===== src/shared/iror_regs.svh =====
`ifndef IROR_REGS_SVH
`define IROR_REGS_SVH
`define IROR_WIN_BITS 12
`define IROR_OFF_SOFT_RESET 12'h000
`define IROR_OFF_LOCATION 12'h004
`define IROR_OFF_OUTPUT 12'h008
`define IROR_OFF_MON_DATA 12'h048
`define IROR_OFF_MON_INDEX 12'h04C
`define IROR_OFF_FW_REV 12'h200
`define IROR_SOFT_RESET_BIT 0
`define IROR_SITE_LSB 0
`define IROR_SITE_W 3
`define IROR_SLOT_LSB 3
`define IROR_SLOT_W 5
`define IROR_MON_IDX_LSB 16
`define IROR_MON_IDX_W 7
`define IROR_MON_CODE_LSB 6
`define IROR_MON_CODE_W 10
`define IROR_OUTPUT_RESET 32'h0000_0000
`define IROR_MON_INDEX_RESET 7'h00
`endif


===== src/shared/iror_pkg.sv =====
package iror_pkg;
	typedef logic [31:0] iror_word_t;
	typedef logic [3:0] iror_be_t;
	typedef logic [6:0] iror_mon_idx_t;
	typedef logic [9:0] iror_mon_code_t;
endpackage


===== src/hdl/iror_monitor_sel.sv =====
`timescale 1ns/100ps
`include "iror_regs.svh"
// holds monitor index, registers selected sample
module iror_monitor_sel
	import iror_pkg::*;
(
	// clock and reset
	input wire logic core_clk,
	input wire logic rst_sync_b,
	input wire logic clk_en,
	// index write
	input wire logic idx_wr,
	input wire iror_mon_idx_t idx_wdata,
	// monitor sample source
	input wire iror_mon_code_t mon_code_in,
	// selected index and code
	output iror_mon_idx_t mon_index,
	output iror_mon_code_t mon_code
);
	always_ff @(posedge core_clk or negedge rst_sync_b) begin
		if (!rst_sync_b) begin
			mon_index <= `IROR_MON_INDEX_RESET;
		end else if (clk_en && idx_wr) begin
			mon_index <= idx_wdata;
		end
	end

	always_ff @(posedge core_clk or negedge rst_sync_b) begin
		if (!rst_sync_b) begin
			mon_code <= '0;
		end else if (clk_en) begin
			mon_code <= mon_code_in;
		end
	end
endmodule


===== src/hdl/iror_regs.sv =====
`timescale 1ns/100ps
`include "iror_regs.svh"
////////////////////////////////////////////////////////////////////////////////
// Overview of operation
// - Claim a 4K byte window; decode all registers inside it.
// - Accept 32, 16 and 8-bit accesses except 32-bit-only registers.
// - Unused offsets complete normally and read zero, including 0x0C to 0x44.
// - Writing one to reset register bit 0 clears all outputs.
// - Undefined register bits stay low and read zero.
// - Location bits 2:0 report carrier site A to D.
// - Location bits 7:3 give carrier slot id; bits 31:8 read zero.
// - Output register maps ports A to D onto bytes 0 to 3.
// - A one closes a channel switch, a zero opens it.
// - Reading output register returns last written channel states.
// - Power-up and software reset force all output bits to zero.
// - System reset from host software also clears outputs.
// - Monitor data register accesses monitor register chosen by index.
// - Monitor read: index in 22:16, code in 15:6, 5:0 zero.
// - Host writes index first; device echoes it in data bits 22:16.
// - Valid indices 0x00-0x02, 0x20-0x22, 0x24-0x26.
// - Offset 0x200 returns firmware revision letter in low byte.
// - Target handles memory reads and writes, one 4K window.
// - Device never raises an interrupt; host polls.
module iror_regs
	import iror_pkg::*;
#(
	parameter logic [7:0] FW_REV_LETTER = 8'h5A // arbitrary value
)(
	// clock and reset
	input wire logic core_clk,
	input wire logic rst_b,
	input wire logic clk_en,
	// system reset from host software
	input wire logic sys_soft_rst,
	// memory window access, one cycle strobes; polled only, no interrupt
	input wire logic mem_wr,
	input wire logic mem_rd,
	input wire logic [`IROR_WIN_BITS-1:0] mem_addr,
	input wire iror_be_t mem_be,
	input wire iror_word_t mem_wdata,
	output iror_word_t mem_rdata,
	output logic mem_rvalid,
	// carrier location straps
	input wire logic [2:0] carrier_site,
	input wire logic [4:0] carrier_slot,
	// on-chip monitor samples per index
	input wire iror_mon_code_t mon_sample_in,
	output iror_mon_idx_t mon_sel_index,
	// switch drives
	output iror_word_t relay_drive_bits
);
	////////////////////////////////////////////////////////////////////////////
	logic rst_meta_reg;
	logic rst_sync_b;
	logic [11:0] word_addr;
	logic hit_reset, hit_loc, hit_out, hit_mdata, hit_midx, hit_fw;
	logic full_word;
	logic soft_clear;
	iror_word_t out_reg;
	iror_word_t out_next;
	iror_word_t rdata_next;
	iror_mon_idx_t mon_index;
	iror_mon_code_t mon_code;

	always_ff @(posedge core_clk or negedge rst_b) begin
		if (!rst_b) begin
			rst_meta_reg <= 1'b0;
			rst_sync_b <= 1'b0;
		end else begin
			rst_meta_reg <= 1'b1;
			rst_sync_b <= rst_meta_reg;
		end
	end

	////////////////////////////////////////////////////////////////////////////
	// address decode, word aligned inside 4K window
	function automatic logic hit(input logic [11:0] a, input logic [11:0] off);
		hit = (a == off);
	endfunction

	assign word_addr = {mem_addr[11:2], 2'b00};
	assign hit_reset = hit(word_addr, `IROR_OFF_SOFT_RESET);
	assign hit_loc = hit(word_addr, `IROR_OFF_LOCATION);
	assign hit_out = hit(word_addr, `IROR_OFF_OUTPUT);
	assign hit_mdata = hit(word_addr, `IROR_OFF_MON_DATA);
	assign hit_midx = hit(word_addr, `IROR_OFF_MON_INDEX);
	assign hit_fw = hit(word_addr, `IROR_OFF_FW_REV);
	assign full_word = (mem_be == 4'hF);

	assign soft_clear = (clk_en && mem_wr && hit_reset && mem_be[0]
		&& mem_wdata[`IROR_SOFT_RESET_BIT]) || (clk_en && sys_soft_rst);

	////////////////////////////////////////////////////////////////////////////
	// output register with byte lanes
	always_comb begin
		out_next = out_reg;
		for (int b = 0; b < 4; b++) begin
			if (mem_be[b]) begin
				out_next[b*8 +: 8] = mem_wdata[b*8 +: 8];
			end
		end
	end

	always_ff @(posedge core_clk or negedge rst_sync_b) begin
		if (!rst_sync_b) begin
			out_reg <= `IROR_OUTPUT_RESET;
		end else if (soft_clear) begin
			out_reg <= `IROR_OUTPUT_RESET;
		end else if (clk_en && mem_wr && hit_out) begin
			out_reg <= out_next;
		end
	end

	assign relay_drive_bits = out_reg;

	////////////////////////////////////////////////////////////////////////////
	iror_monitor_sel u_mon (
		.core_clk(core_clk),
		.rst_sync_b(rst_sync_b),
		.clk_en(clk_en),
		.idx_wr(mem_wr && hit_midx && full_word),
		.idx_wdata(mem_wdata[`IROR_MON_IDX_W-1:0]),
		.mon_code_in(mon_sample_in),
		.mon_index(mon_index),
		.mon_code(mon_code)
	);
	assign mon_sel_index = mon_index;

	////////////////////////////////////////////////////////////////////////////
	// read mux; unmapped reads return zero
	always_comb begin
		rdata_next = '0;
		if (hit_loc) begin
			rdata_next[`IROR_SITE_LSB +: `IROR_SITE_W] = carrier_site;
			rdata_next[`IROR_SLOT_LSB +: `IROR_SLOT_W] = carrier_slot;
		end else if (hit_out) begin
			rdata_next = out_reg;
		end else if (hit_mdata && full_word) begin
			rdata_next[`IROR_MON_IDX_LSB +: `IROR_MON_IDX_W] = mon_index;
			rdata_next[`IROR_MON_CODE_LSB +: `IROR_MON_CODE_W] = mon_code;
		end else if (hit_fw) begin
			rdata_next[7:0] = FW_REV_LETTER;
		end
		for (int b = 0; b < 4; b++) begin
			if (!mem_be[b]) begin
				rdata_next[b*8 +: 8] = 8'h00;
			end
		end
	end

	always_ff @(posedge core_clk or negedge rst_sync_b) begin
		if (!rst_sync_b) begin
			mem_rdata <= '0;
			mem_rvalid <= 1'b0;
		end else if (clk_en) begin
			mem_rvalid <= mem_rd;
			if (mem_rd) begin
				mem_rdata <= rdata_next;
			end
		end
	end

	////////////////////////////////////////////////////////////////////////////
	property p_soft_reset_clears;
		@(posedge core_clk) disable iff (!rst_sync_b)
		(clk_en && mem_wr && hit_reset && mem_be[0] && mem_wdata[0]) |=> (relay_drive_bits == '0);
	endproperty
	a_soft_reset_clears: assert property (p_soft_reset_clears)
		else $error("soft reset kept outputs");

	property p_sys_reset_clears;
		@(posedge core_clk) disable iff (!rst_sync_b)
		(clk_en && sys_soft_rst) |=> (relay_drive_bits == '0);
	endproperty
	a_sys_reset_clears: assert property (p_sys_reset_clears)
		else $error("sys reset kept outputs");

	property p_full_write;
		@(posedge core_clk) disable iff (!rst_sync_b)
		(clk_en && mem_wr && hit_out && mem_be == 4'hF && !soft_clear)
			|=> (relay_drive_bits == $past(mem_wdata));
	endproperty
	a_full_write: assert property (p_full_write) else $error("output write lost");

	property p_byte_keep;
		@(posedge core_clk) disable iff (!rst_sync_b)
		(clk_en && mem_wr && hit_out && !mem_be[3] && !soft_clear)
			|=> (relay_drive_bits[31:24] == $past(relay_drive_bits[31:24]));
	endproperty
	a_byte_keep: assert property (p_byte_keep) else $error("unselected port changed");

	property p_readback;
		@(posedge core_clk) disable iff (!rst_sync_b)
		(clk_en && mem_rd && hit_out && mem_be == 4'hF)
			|=> (mem_rvalid && mem_rdata == $past(out_reg));
	endproperty
	a_readback: assert property (p_readback) else $error("readback mismatch");

	property p_unused_zero;
		@(posedge core_clk) disable iff (!rst_sync_b)
		(clk_en && mem_rd && !(hit_loc || hit_out || hit_mdata || hit_fw))
			|=> (mem_rvalid && mem_rdata == '0);
	endproperty
	a_unused_zero: assert property (p_unused_zero) else $error("unused offset nonzero");

	property p_loc_read;
		@(posedge core_clk) disable iff (!rst_sync_b)
		(clk_en && mem_rd && hit_loc && mem_be == 4'hF)
			|=> (mem_rdata == {24'h0, $past(carrier_slot), $past(carrier_site)});
	endproperty
	a_loc_read: assert property (p_loc_read) else $error("location read wrong");

	property p_mon_echo;
		@(posedge core_clk) disable iff (!rst_sync_b)
		(clk_en && mem_rd && hit_mdata && full_word)
			|=> (mem_rdata[22:16] == $past(mon_index) && mem_rdata[5:0] == 6'h00);
	endproperty
	a_mon_echo: assert property (p_mon_echo)
		else $error("monitor index not echoed");

	property p_idx_capture;
		@(posedge core_clk) disable iff (!rst_sync_b)
		(clk_en && mem_wr && hit_midx && full_word)
			|=> (mon_sel_index == $past(mem_wdata[6:0]));
	endproperty
	a_idx_capture: assert property (p_idx_capture)
		else $error("monitor index not taken");

	property p_idx_partial_ignored;
		@(posedge core_clk) disable iff (!rst_sync_b)
		(clk_en && mem_wr && hit_midx && !full_word)
			|=> $stable(mon_sel_index);
	endproperty
	a_idx_partial_ignored: assert property (p_idx_partial_ignored)
		else $error("narrow index write taken");

	property p_mon_partial_zero;
		@(posedge core_clk) disable iff (!rst_sync_b)
		(clk_en && mem_rd && hit_mdata && !full_word)
			|=> (mem_rdata == '0);
	endproperty
	a_mon_partial_zero: assert property (p_mon_partial_zero)
		else $error("narrow monitor read nonzero");

	property p_mon_code;
		@(posedge core_clk) disable iff (!rst_sync_b)
		(clk_en && mem_rd && hit_mdata && full_word)
			|=> (mem_rdata[15:6] == $past(mon_code) && mem_rdata[31:23] == 9'h000);
	endproperty
	a_mon_code: assert property (p_mon_code)
		else $error("monitor code field wrong");

	property p_mon_data_write_ignored;
		@(posedge core_clk) disable iff (!rst_sync_b)
		(clk_en && mem_wr && hit_mdata && !sys_soft_rst)
			|=> ($stable(mon_sel_index) && $stable(relay_drive_bits));
	endproperty
	a_mon_data_write_ignored: assert property (p_mon_data_write_ignored)
		else $error("monitor data write disturbed state");

	property p_loc_partial;
		@(posedge core_clk) disable iff (!rst_sync_b)
		(clk_en && mem_rd && hit_loc && mem_be == 4'h1)
			|=> (mem_rdata == {24'h0, $past(carrier_slot), $past(carrier_site)});
	endproperty
	a_loc_partial: assert property (p_loc_partial)
		else $error("location byte read wrong");

	property p_port_b_write;
		@(posedge core_clk) disable iff (!rst_sync_b)
		(clk_en && mem_wr && hit_out && mem_be[1] && !soft_clear)
			|=> (relay_drive_bits[15:8] == $past(mem_wdata[15:8]));
	endproperty
	a_port_b_write: assert property (p_port_b_write)
		else $error("port B byte not written");

	property p_port_d_write;
		@(posedge core_clk) disable iff (!rst_sync_b)
		(clk_en && mem_wr && hit_out && mem_be[3] && !soft_clear)
			|=> (relay_drive_bits[31:24] == $past(mem_wdata[31:24]));
	endproperty
	a_port_d_write: assert property (p_port_d_write)
		else $error("port D byte not written");

	property p_port_a_keep;
		@(posedge core_clk) disable iff (!rst_sync_b)
		(clk_en && mem_wr && hit_out && !mem_be[0] && !soft_clear)
			|=> (relay_drive_bits[7:0] == $past(relay_drive_bits[7:0]));
	endproperty
	a_port_a_keep: assert property (p_port_a_keep)
		else $error("port A changed without enable");

	property p_unused_write_keeps;
		@(posedge core_clk) disable iff (!rst_sync_b)
		(clk_en && mem_wr && !hit_out && !hit_reset && !sys_soft_rst)
			|=> $stable(relay_drive_bits);
	endproperty
	a_unused_write_keeps: assert property (p_unused_write_keeps)
		else $error("unused write changed outputs");

	property p_reset_reg_other_bits;
		@(posedge core_clk) disable iff (!rst_sync_b)
		(clk_en && mem_wr && hit_reset && !(mem_be[0] && mem_wdata[0]) && !sys_soft_rst)
			|=> $stable(relay_drive_bits);
	endproperty
	a_reset_reg_other_bits: assert property (p_reset_reg_other_bits)
		else $error("reset reg upper bits acted");

	property p_lane_zero;
		@(posedge core_clk) disable iff (!rst_sync_b)
		(clk_en && mem_rd && !mem_be[3])
			|=> (mem_rdata[31:24] == 8'h00);
	endproperty
	a_lane_zero: assert property (p_lane_zero)
		else $error("disabled lane read nonzero");

	property p_rvalid;
		@(posedge core_clk) disable iff (!rst_sync_b)
		clk_en
			|=> (mem_rvalid == $past(mem_rd));
	endproperty
	a_rvalid: assert property (p_rvalid)
		else $error("read valid not one cycle after read");

	property p_rdata_hold;
		@(posedge core_clk) disable iff (!rst_sync_b)
		(clk_en && !mem_rd)
			|=> $stable(mem_rdata);
	endproperty
	a_rdata_hold: assert property (p_rdata_hold)
		else $error("read data moved without read");

	property p_freeze;
		@(posedge core_clk) disable iff (!rst_sync_b)
		!clk_en
			|=> ($stable(relay_drive_bits) && $stable(mem_rdata) && $stable(mem_rvalid)
				&& $stable(mon_sel_index));
	endproperty
	a_freeze: assert property (p_freeze)
		else $error("state moved while clock enable low");

	property p_fw_read;
		@(posedge core_clk) disable iff (!rst_sync_b)
		(clk_en && mem_rd && hit_fw && mem_be == 4'hF) |=> (mem_rdata == {24'h0, FW_REV_LETTER});
	endproperty
	a_fw_read: assert property (p_fw_read) else $error("revision read wrong");
endmodule


===== config.mk =====
export PLATFORM = sky130hd
export DESIGN_NAME = iror_regs
export DESIGN_NICKNAME = d
export VERILOG_FILES = /design/src/shared/iror_pkg.sv /design/src/hdl/iror_monitor_sel.sv /design/src/hdl/iror_regs.sv
export VERILOG_INCLUDE_DIRS = /design/src /design/src/shared
export SDC_FILE = /design/constraint.sdc
export NUM_CORES = 1
export LEC_CHECK = 0
export ABC_AREA = 1
export ABC_CLOCK_PERIOD_IN_PS = 2900
export BUFFER_PORTS_ARGS = -buffer_cell sky130_fd_sc_hd__buf_2
export CAP_MARGIN = 0
export CORE_UTILIZATION = 40
export CTS_BUF_LIST = sky130_fd_sc_hd__clkbuf_4
export CTS_CLUSTER_SIZE = 24
export DETAILED_ROUTE_END_ITERATION = 8
export GPL_ROUTABILITY_DRIVEN = 0
export GPL_TIMING_DRIVEN = 0
export PLACE_DENSITY = 0.73
export SLEW_MARGIN = 20
export SYNTH_ARGS = -nofsm -noshare
export SYNTH_HDL_FRONTEND = slang
export SYNTH_SLANG_ARGS = --single-unit

===== constraint.sdc =====
create_clock -name core_clk -period 2.9 [get_ports core_clk]
set_input_delay 0.58 -clock core_clk [delete_from_list [all_inputs] [get_ports core_clk]]
set_output_delay 0.58 -clock core_clk [all_outputs]
set_load 0.01 [all_outputs]

; Word level (Yosys, flattened, before mapping)
; Cells that the tools add are included.
[word_totals]
in_bits = 72
reg_bits = 84
mem_bits_rw = 0
word_cells = 56
out_inout_bits = 72
n_memories = 0
latchBits = 0
romBits = 0
[classes]
div = 0
n_addsub = 0
magnitude_cmp = 0
shifts = 0
mux = 18
n_mul = 0
bitwise_logic = 0
reduce_logical = 22
eq_ne = 6
[op_table]
columns = operator, count
row1 = $mux 8, 9
row2 = $mux 32, 2
row3 = $mux 24, 1
row4 = $mux 23, 1
row5 = $eq 10x5->1 const B, 2
row6 = $mux 15, 1
row7 = $logic_not 12->1, 1
row8 = $eq 10x1->1 const B, 1
row9 = $eq 10x2->1 const B, 1
row10 = $eq 10x8->1 const B, 1
row11 = $logic_and 1x1->1, 10
row12 = $reduce_and 2->1, 5
row13 = $reduce_bool 2->1, 5
row14 = $mux 9, 1
row15 = $mux 7, 1
row16 = $mux 6, 1
row17 = $eq 4x4->1 const B, 1
row18 = $mux 2, 1
row19 = $logic_or 1x1->1, 1

; Longest topological paths before layout
; Gate-level depths: netlist of the first run.
[logic_depth]
depth_word = 7
mapped_depth = 10
ltp_nobuf = 10

; Modules after synthesis
; Synthesis of the first run repeated with hierarchy kept, for this count alone.
[unflattened]
cells_unflattened = 465
hier_area_um2 = 3813.7
[by_module_without_submodules]
columns = module, seq_area_each_um2, area_per_inst_um2, cells_per_inst, n_inst
row1 = iror_regs, 1676.6, 3134.3, 392, 1
row2 = iror_monitor_sel, 425.4, 679.4, 73, 1

; Least setup slack after synthesis of the first run
; OpenSTA, ideal clock, no wires.
[synth_path]
kind = input -> register
start = input port mem_addr[5]
end = register mem_rdata[15]
arrival_time_ns = 1.562
stages = 8
setup_slack_ns = 1.220
path_buffers = 1
required_time_ns = 2.782
setup_time_ns = 0.118
cell_sequence = nor2_2 -> nand3_2 -> nor2_8 -> inv_4 -> buf_6 -> or2_0 -> nand3_1 -> nand2_1
[synth_via]
elab_chain_len = 6
elab_cells_between_ends = 8
classes_between = eq/ne: 3 / mux: 4 / reduce/logical: 1
[synth_rtl]
columns = item, line_no
row1 = "start, declared", iror_regs.sv:38  ; input wire logic [`IROR_WIN_BITS-1:0] mem_addr,
row2 = $eq 10x5->1, iror_regs.sv:78  ; hit = (a == off);
row3 = $logic_and 1x1->1, iror_regs.sv:138  ; end else if (hit_mdata && full_word) begin
row4 = $mux 15, iror_regs.sv:138
row5 = $mux 23, iror_regs.sv:136  ; end else if (hit_out) begin
row6 = $mux 24 (*), iror_regs.sv:133  ; if (hit_loc) begin
row7 = $mux 8 (*), iror_regs.sv:145  ; if (!mem_be[b]) begin
row8 = "end signal, assigned", iror_regs.sv:158  ; mem_rdata <= rdata_next;
row9 = "end, declared", iror_regs.sv:41  ; output iror_word_t mem_rdata,
; Mark *: on every way between the ends. The rest lies on a longest branch, timed or not.
; A chain may end at the register's enable or synchronous reset.

; Worst setup path in the final report of the first run
[layout_path]
start = input port mem_addr[3]
end = register mem_rdata[14]
; The elaborated chain is that of the path after synthesis.

==> flow_metrics.env, run 1 <==
export IMPL_utilization_pct=53.15
export IMPL_clk_pin_slew_ps=150
export IMPL_setup_ws_ps=1254
export IMPL_final_cell_area_mm2=0.004981
export IMPL_synth_seq_cells=84
export IMPL_grt_pass1_wl_um=16970
export IMPL_initial_core_util_pct=41.70
export IMPL_hpwl_um=7997
export IMPL_yosysUniqueCellTypes=29
export IMPL_grt_pass1_vias=3458
export IMPL_pre_cts_ws_ps=747.7
export IMPL_synth_xor_area_share_pct=0
export IMPL_synthCells=476
export IMPL_cts_root_buf="clkbuf_4"
export IMPL_stdcell_count=764
export IMPL_maxCapViolations=0
export IMPL_rows=35
export IMPL_synth_compound_area_share_pct=5.700
export IMPL_yosysMostFrequentCell="nand2_1"
export IMPL_grt_max_degree=43
export IMPL_synth_top_family_by_area="simple AND/OR/NAND/NOR gates"
export IMPL_r2r_setup_slack_ps=1920
export IMPL_cts_setup_buffers=0
export IMPL_die_area_mm2=0.01017
export IMPL_tightest_slew_ps=979.5
export IMPL_min_period_ps=1646
export IMPL_p_per_area_mw_per_mm2=433.2
export IMPL_first_pass_iters=4
export IMPL_synthSimpleGateAreaFrac_pct=34.33
export IMPL_htree_levels=3
export IMPL_synth_edf_count=0
export IMPL_slowest_stage="nor3_1"
export IMPL_synthTopCellsByArea="dfrtp_1 (54%), nand2_1 (20%), o21ai_0 (4.4%)"
export IMPL_syn_to_final_growth_pct=27.47
export IMPL_muxShareOfSynthArea_pct=0.5764
export IMPL_worst_ep_required_time_ps=3280
export IMPL_grtUsageTotal_pct=21.96
export IMPL_outcome="finished clean"
export IMPL_cts_tree="yes"
export IMPL_cts_buffer_depth=2
export IMPL_finalHoldViolations=0
export IMPL_syn_area_mm2=0.003907
export IMPL_cp_common_cell="nand3_1"
export IMPL_ys_seq_area_share_pct=53.79
export IMPL_seqCellArea_mm2=0.002106
export IMPL_dp_cells=747
export IMPL_yosysWarnings=0
export IMPL_wl_um=10370
export IMPL_cts_sinks=84
export IMPL_ys_async_sr_fraction_pct=100.0
export IMPL_portBuffers=141
export IMPL_fillCellCount=941
export IMPL_multi_input_area_mm2=0.001590
export IMPL_core_area_mm2=0.009371
export IMPL_arrival_ps=2020
export IMPL_cts_resized=0
export IMPL_antenna_left=0
export IMPL_post_drt_wl_per_cell_um=13.57
export IMPL_antenna_found_initial=0
export IMPL_ys_flop_type="dfrtp_1"
export IMPL_fin_worst_skew_ps=13.92
export IMPL_power_mw=2.158
export IMPL_crit_fanout=8
export IMPL_report_final_slew_viol_count=0
export IMPL_whs_ps=327.7
export IMPL_vdd_drop_max_v=0.0002215
export IMPL_io_pins=144
export IMPL_drive_gt1_share_pct=30.87
export IMPL_yosys_area_share_adder_pct=0
export IMPL_num_vias=3560
export IMPL_gr_total_overflow=0
export IMPL_crit_chain="buf_2 -> inv_1 -> nand3_1 -> nor2_4 -> nor3_1 -> nand3_1 -> nand2_1"
export IMPL_period_share_pct=56.77
export IMPL_synth_top_area_share_pct=53.79
export IMPL_cts_buffers=9
export IMPL_drt_iter0_markers=108
export IMPL_insertion_delay_ps=420
export IMPL_synth_area_leader_cell="dfrtp_1"
export IMPL_syn_num_nets=548
export IMPL_cp_start_kind="input pin"
export IMPL_avgSynthCellArea_um2=8.209
export IMPL_crit_type="input pin to flip-flop"
export IMPL_n_antenna_cell=0
export IMPL_die_x_um=100.8
export IMPL_hold_path_class="flip-flop to async pin"
export IMPL_setup_tns_ps=0
export IMPL_relSlewSlack_pct=34.20
export IMPL_nets=702
export IMPL_ys_top_cells_by_count="nand2_1 (204), dfrtp_1 (84), inv_1 (40), o21ai_0 (34), nand3_1 (30)"
export IMPL_endpoint_kind="flip-flop"
export IMPL_dpl_cell_area_mm2=0.004798
export IMPL_max_stage_delay_ps=750
export IMPL_die_h_um=100.8
export IMPL_rsz0062_at_grt="false"
export IMPL_leakage_nw=2.993
export IMPL_post_drt_via_cell_ratio=4.660
export IMPL_setup_viol=0
export IMPL_fmax_ghz=0.6074
export IMPL_drc_errors=0
## final cells by class
cell class	instances	share of cell area (%)
Buffer	9	0.8792
Clock inverter	7	2.110
Sequential cell	84	42.28
Timing Repair Buffer	143	14.77
Inverter	45	3.441
Tap cell	129	3.240
Clock buffer	9	1.356
Multi-Input combinational cell	338	31.93
## timing repair
| action | 4_1_cts | 5_1_grt |
|---|---|---|
| endpoints found under the hold margin | 2 | 0 |
| hold buffers | 1 | 0 |
| endpoints found under the setup margin | 0 | 0 |
## cells in the final DEF, fill, tap and decap left out, drive strengths merged
master,count
nand2,207
buf,145
dfrtp,84
inv,49
o21ai,41
nor2,35
nand3,33
clkbuf,15
or2,8
nor3,4
nand4,3
a22o,2
mux2,2
bufinv,2
nor4,1
nand3b,1
clkinvlp,1
dlygate4sd3,1
conb,1
## final timing paths
check	end	cells after the start	start
setup / recovery	mem_rdata[14]$_DFFE_PN0P_	7	mem_addr[3]
hold / removal	relay_drive_bits[27]$_DFFE_PN0P_	0	rst_sync_b$_DFF_PN0_
setup reg to reg	mem_rdata[11]$_DFFE_PN0P_	3	relay_drive_bits[11]$_DFFE_PN0P_
hold reg to reg	relay_drive_bits[27]$_DFFE_PN0P_	0	rst_sync_b$_DFF_PN0_
max in group asynchronous	mem_rdata[16]$_DFFE_PN0P_	1	rst_sync_b$_DFF_PN0_
min in group core_clk	relay_drive_bits[11]$_DFFE_PN0P_	3	mem_wdata[11]
## per-layer routing
layer | track usage (%) | wire length (µm) | vias up
met5 | 0 | 0 | -
met3 | 3.606 | 532 | 19
met1 | 28.94 | 4784 | 1633
li1 | - | - | 1796
met2 | 36.46 | 4845 | 112
met4 | 8.250 | 204 | 0
## cell families (layout without fill, tap and decap cells)
family / after synthesis / after routing
other: 1 / 1
multiplexers: 2 / 2
AND/OR/NAND/NOR: 292 / 292
flip-flops: 84 / 84
AO/OA/AOI/OAI: 43 / 43
buffers and inverters: 54 / 213
## worst max-delay path, delay by kind of cell
family | cells | cell delay (ps)
simple gates | 5 | 1250
buf+inv | 2 | 190
## power breakdown
part	leakage, nW	internal (mW)	switching [mW]
logic	1.76	0.0566	0.0925
registers	1.15	1.19	0.0165
clock network	0.0895	0.365	0.440
total	2.99	1.61	0.549
(Power assumes the default switching activity.)
==> inputs of run 2 (changes only) <==
--- a/config.mk
+++ b/config.mk
@@ -7,7 +7,7 @@
 export NUM_CORES = 1
 export LEC_CHECK = 0
 export ABC_AREA = 1
-export ABC_CLOCK_PERIOD_IN_PS = 2900
+export ABC_CLOCK_PERIOD_IN_PS = 1450
 export BUFFER_PORTS_ARGS = -buffer_cell sky130_fd_sc_hd__buf_2
 export CAP_MARGIN = 0
 export CORE_UTILIZATION = 40
@@ -16,7 +16,7 @@
 export DETAILED_ROUTE_END_ITERATION = 8
 export GPL_ROUTABILITY_DRIVEN = 0
 export GPL_TIMING_DRIVEN = 0
-export PLACE_DENSITY = 0.73
+export PLACE_DENSITY = 0.76
 export SLEW_MARGIN = 20
 export SYNTH_ARGS = -nofsm -noshare
 export SYNTH_HDL_FRONTEND = slang
==> constraint.sdc (replaced) <==
create_clock -name core_clk -period 1.45 [get_ports core_clk]
set_input_delay 0.29 -clock core_clk [delete_from_list [all_inputs] [get_ports core_clk]]
set_output_delay 0.29 -clock core_clk [all_outputs]
set_load 0.01 [all_outputs]
==> run 2 against run 1 <==
Cell count unchanged. Critical path depth decreased by 6. Worst setup slack worse by 1100 ps. Die area unchanged. Global-route usage hardly changed. Non-clock buffer count unchanged. Sequential power rose by 100%. Design area fell by 0.38%. Via count up 0.51%. Combinational power increased by 110%. Largest cell class unchanged.
==> flow_metrics.env, run 2 (synthesis results as in run 1) <==
export IMPL_outcome="finished clean"
export IMPL_r2r_start="relay_drive_bits[11]$_DFFE_PN0P_"
export IMPL_post_drt_via_cell_ratio=4.683
export IMPL_finalHoldViolations=0
export IMPL_power_mw=4.118
export IMPL_layout_commonest_cell="nand2_1"
export IMPL_drc_errors=0
export IMPL_relSlewSlack_pct=58.07
export IMPL_core_area_mm2=0.009371
export IMPL_hold_end="relay_drive_bits[10]$_DFFE_PN0P_"
export IMPL_fillCellCount=946
export IMPL_tightest_slew_ps=626.6
export IMPL_leakage_nw=2.984
export IMPL_maxCapViolations=0
export IMPL_wl_um=10610
export IMPL_grt_pass1_vias=3450
export IMPL_layout_common_cells="nand2_1 (204), buf_2 (143), dfrtp_1 (83), inv_1 (40), o21ai_0 (34)"
export IMPL_drive_gt1_share_pct=31.02
export IMPL_dp_cells=747
export IMPL_worst_ep_required_time_ps=1160
export IMPL_cts_sinks=84
export IMPL_hpwl_um=8030
export IMPL_hold_path_class="input pin to flip-flop"
export IMPL_vdd_drop_max_v=0.0003928
export IMPL_cts_root_buf="clkbuf_4"
export IMPL_timing_rr_end="mem_rdata[11]$_DFFE_PN0P_"
export IMPL_nets=702
export IMPL_max_stage_delay_ps=440
export IMPL_fin_worst_skew_ps=20.01
export IMPL_io_pins=144
export IMPL_dpl_cell_area_mm2=0.004806
export IMPL_holdPathStages=3
export IMPL_portBuffers=141
export IMPL_period_share_pct=91.73
export IMPL_critical_path_top_delay_family="flip-flops"
export IMPL_cts_buffers=9
export IMPL_rows=35
export IMPL_initial_core_util_pct=41.70
export IMPL_cts_tree="yes"
export IMPL_arrival_ps=1040
export IMPL_syn_to_final_growth_pct=26.99
export IMPL_antenna_found_initial=0
export IMPL_die_area_mm2=0.01017
export IMPL_stdcell_count=764
export IMPL_crit_chain="buf_2"
export IMPL_p_per_area_mw_per_mm2=829.8
export IMPL_htree_levels=3
export IMPL_drt_iter0_markers=168
export IMPL_fmax_ghz=0.7519
export IMPL_grt_pass1_wl_um=16950
export IMPL_gr_total_overflow=0
export IMPL_rsz0062_at_grt="false"
export IMPL_whs_ps=19.68
export IMPL_insertion_delay_ps=450
export IMPL_n_antenna_cell=0
export IMPL_min_delay_start="mem_wdata[10]"
export IMPL_num_vias=3578
export IMPL_crit_fanout=3
export IMPL_report_final_slew_viol_count=0
export IMPL_cts_buffer_depth=2
export IMPL_clk_pin_slew_ps=160
export IMPL_setup_viol=0
export IMPL_r2r_cells=3
export IMPL_cp_start_kind="flip-flop"
export IMPL_slowest_stage="dfrtp_1"
export IMPL_die_x_um=100.8
export IMPL_final_cell_area_mm2=0.004962
export IMPL_crit_type="flip-flop to output port"
export IMPL_die_h_um=100.8
export IMPL_setup_tns_ps=0
export IMPL_cts_setup_buffers=0
export IMPL_post_drt_wl_per_cell_um=13.88
export IMPL_antenna_left=0
export IMPL_grtUsageTotal_pct=21.97
export IMPL_min_period_ps=1330
export IMPL_endpoint_kind="output port"
export IMPL_cp_num_buf_inv=1
export IMPL_r2r_setup_slack_ps=490
export IMPL_grt_max_degree=47
export IMPL_first_pass_iters=4
-- run 2: cell count changes in the layout (fill, tap and decap cells not counted) --
cell       previous run  this run
clkinv_2              0         2
nor3_1                2         1
buf_12                1         0
nor3_2                2         3
buf_16                0         1
clkinv_4              0         1
bufinv_16             2         1
inv_8                 1         0
inv_6                 3         2
-- run 2: layout make-up --
cell class                 count  area (µm²)  area share, %
buffer                         9       43.79         0.8825
clock buffer                   9       67.56          1.362
clock inverter                 7       73.82          1.488
inverter                      45       171.4          3.454
multi-input combinational    338        1595          32.15
sequential                    84        2106          42.44
tap                          129       161.4          3.253
timing repair buffer         143       743.2          14.98
-- run 2: worst max path at each step --
| stage | slack (ps) | cells after the start | endpoint | startpoint |
|---|---|---|---|---|
| 2_1_floorplan | 30 | 0 | mem_rdata[0]$_DFFE_PN0P_ | rst_sync_b$_DFF_PN0_ |
| 3_3_place_gp | -430 | 0 | relay_drive_bits[19]$_DFFE_PN0P_ | rst_sync_b$_DFF_PN0_ |
| 3_5_place_dp | -350 | 7 | mem_rdata[15]$_DFFE_PN0P_ | mem_addr[3] |
| 4_1_cts | 100 | 1 | relay_drive_bits[5] | relay_drive_bits[5]$_DFFE_PN0P_ |
| 5_1_grt | 20 | 8 | relay_drive_bits[25]$_DFFE_PN0P_ | clk_en |
| 6_report | 120 | 1 | relay_drive_bits[10] | relay_drive_bits[10]$_DFFE_PN0P_ |
-- run 2: what timing repair did --
item                                    4_1_cts  5_1_grt
endpoints found under the setup margin        0        8
endpoints found under the hold margin         2        0
gates resized for setup                       0        1
hold buffers                                  1        0
-- run 2: layer usage --
metal	vias to the layer above	part of all wire, %	global-route usage [%]
met1	1653	47	30.21
met3	6	5.7	4.438
met5	-	0	0
li1	1796	-	-
met4	0	0.59	6.355
met2	123	47	35.25
-- run 2: through the flow --
| stage | utilization (%) | setup WS (ps) |
|---|---|---|
| 2_1_floorplan | - | 29.20 |
| 3_3_place_gp | 50.96 | -433.9 |
| 3_5_place_dp | 51.28 | -348.0 |
| 4_1_cts | 52.90 | 99.53 |
| 5_1_grt | 52.95 | 22.89 |
| 6_report | 52.95 | 120.0 |
-- run 2: power breakdown --
part,switching (mW),total [mW],leakage [nW],internal (mW)
clock network,0.869,1.40,0.0767,0.535
registers,0.0314,2.41,1.15,2.37
logic,0.192,0.308,1.76,0.116
total,1.09,4.12,2.98,3.03
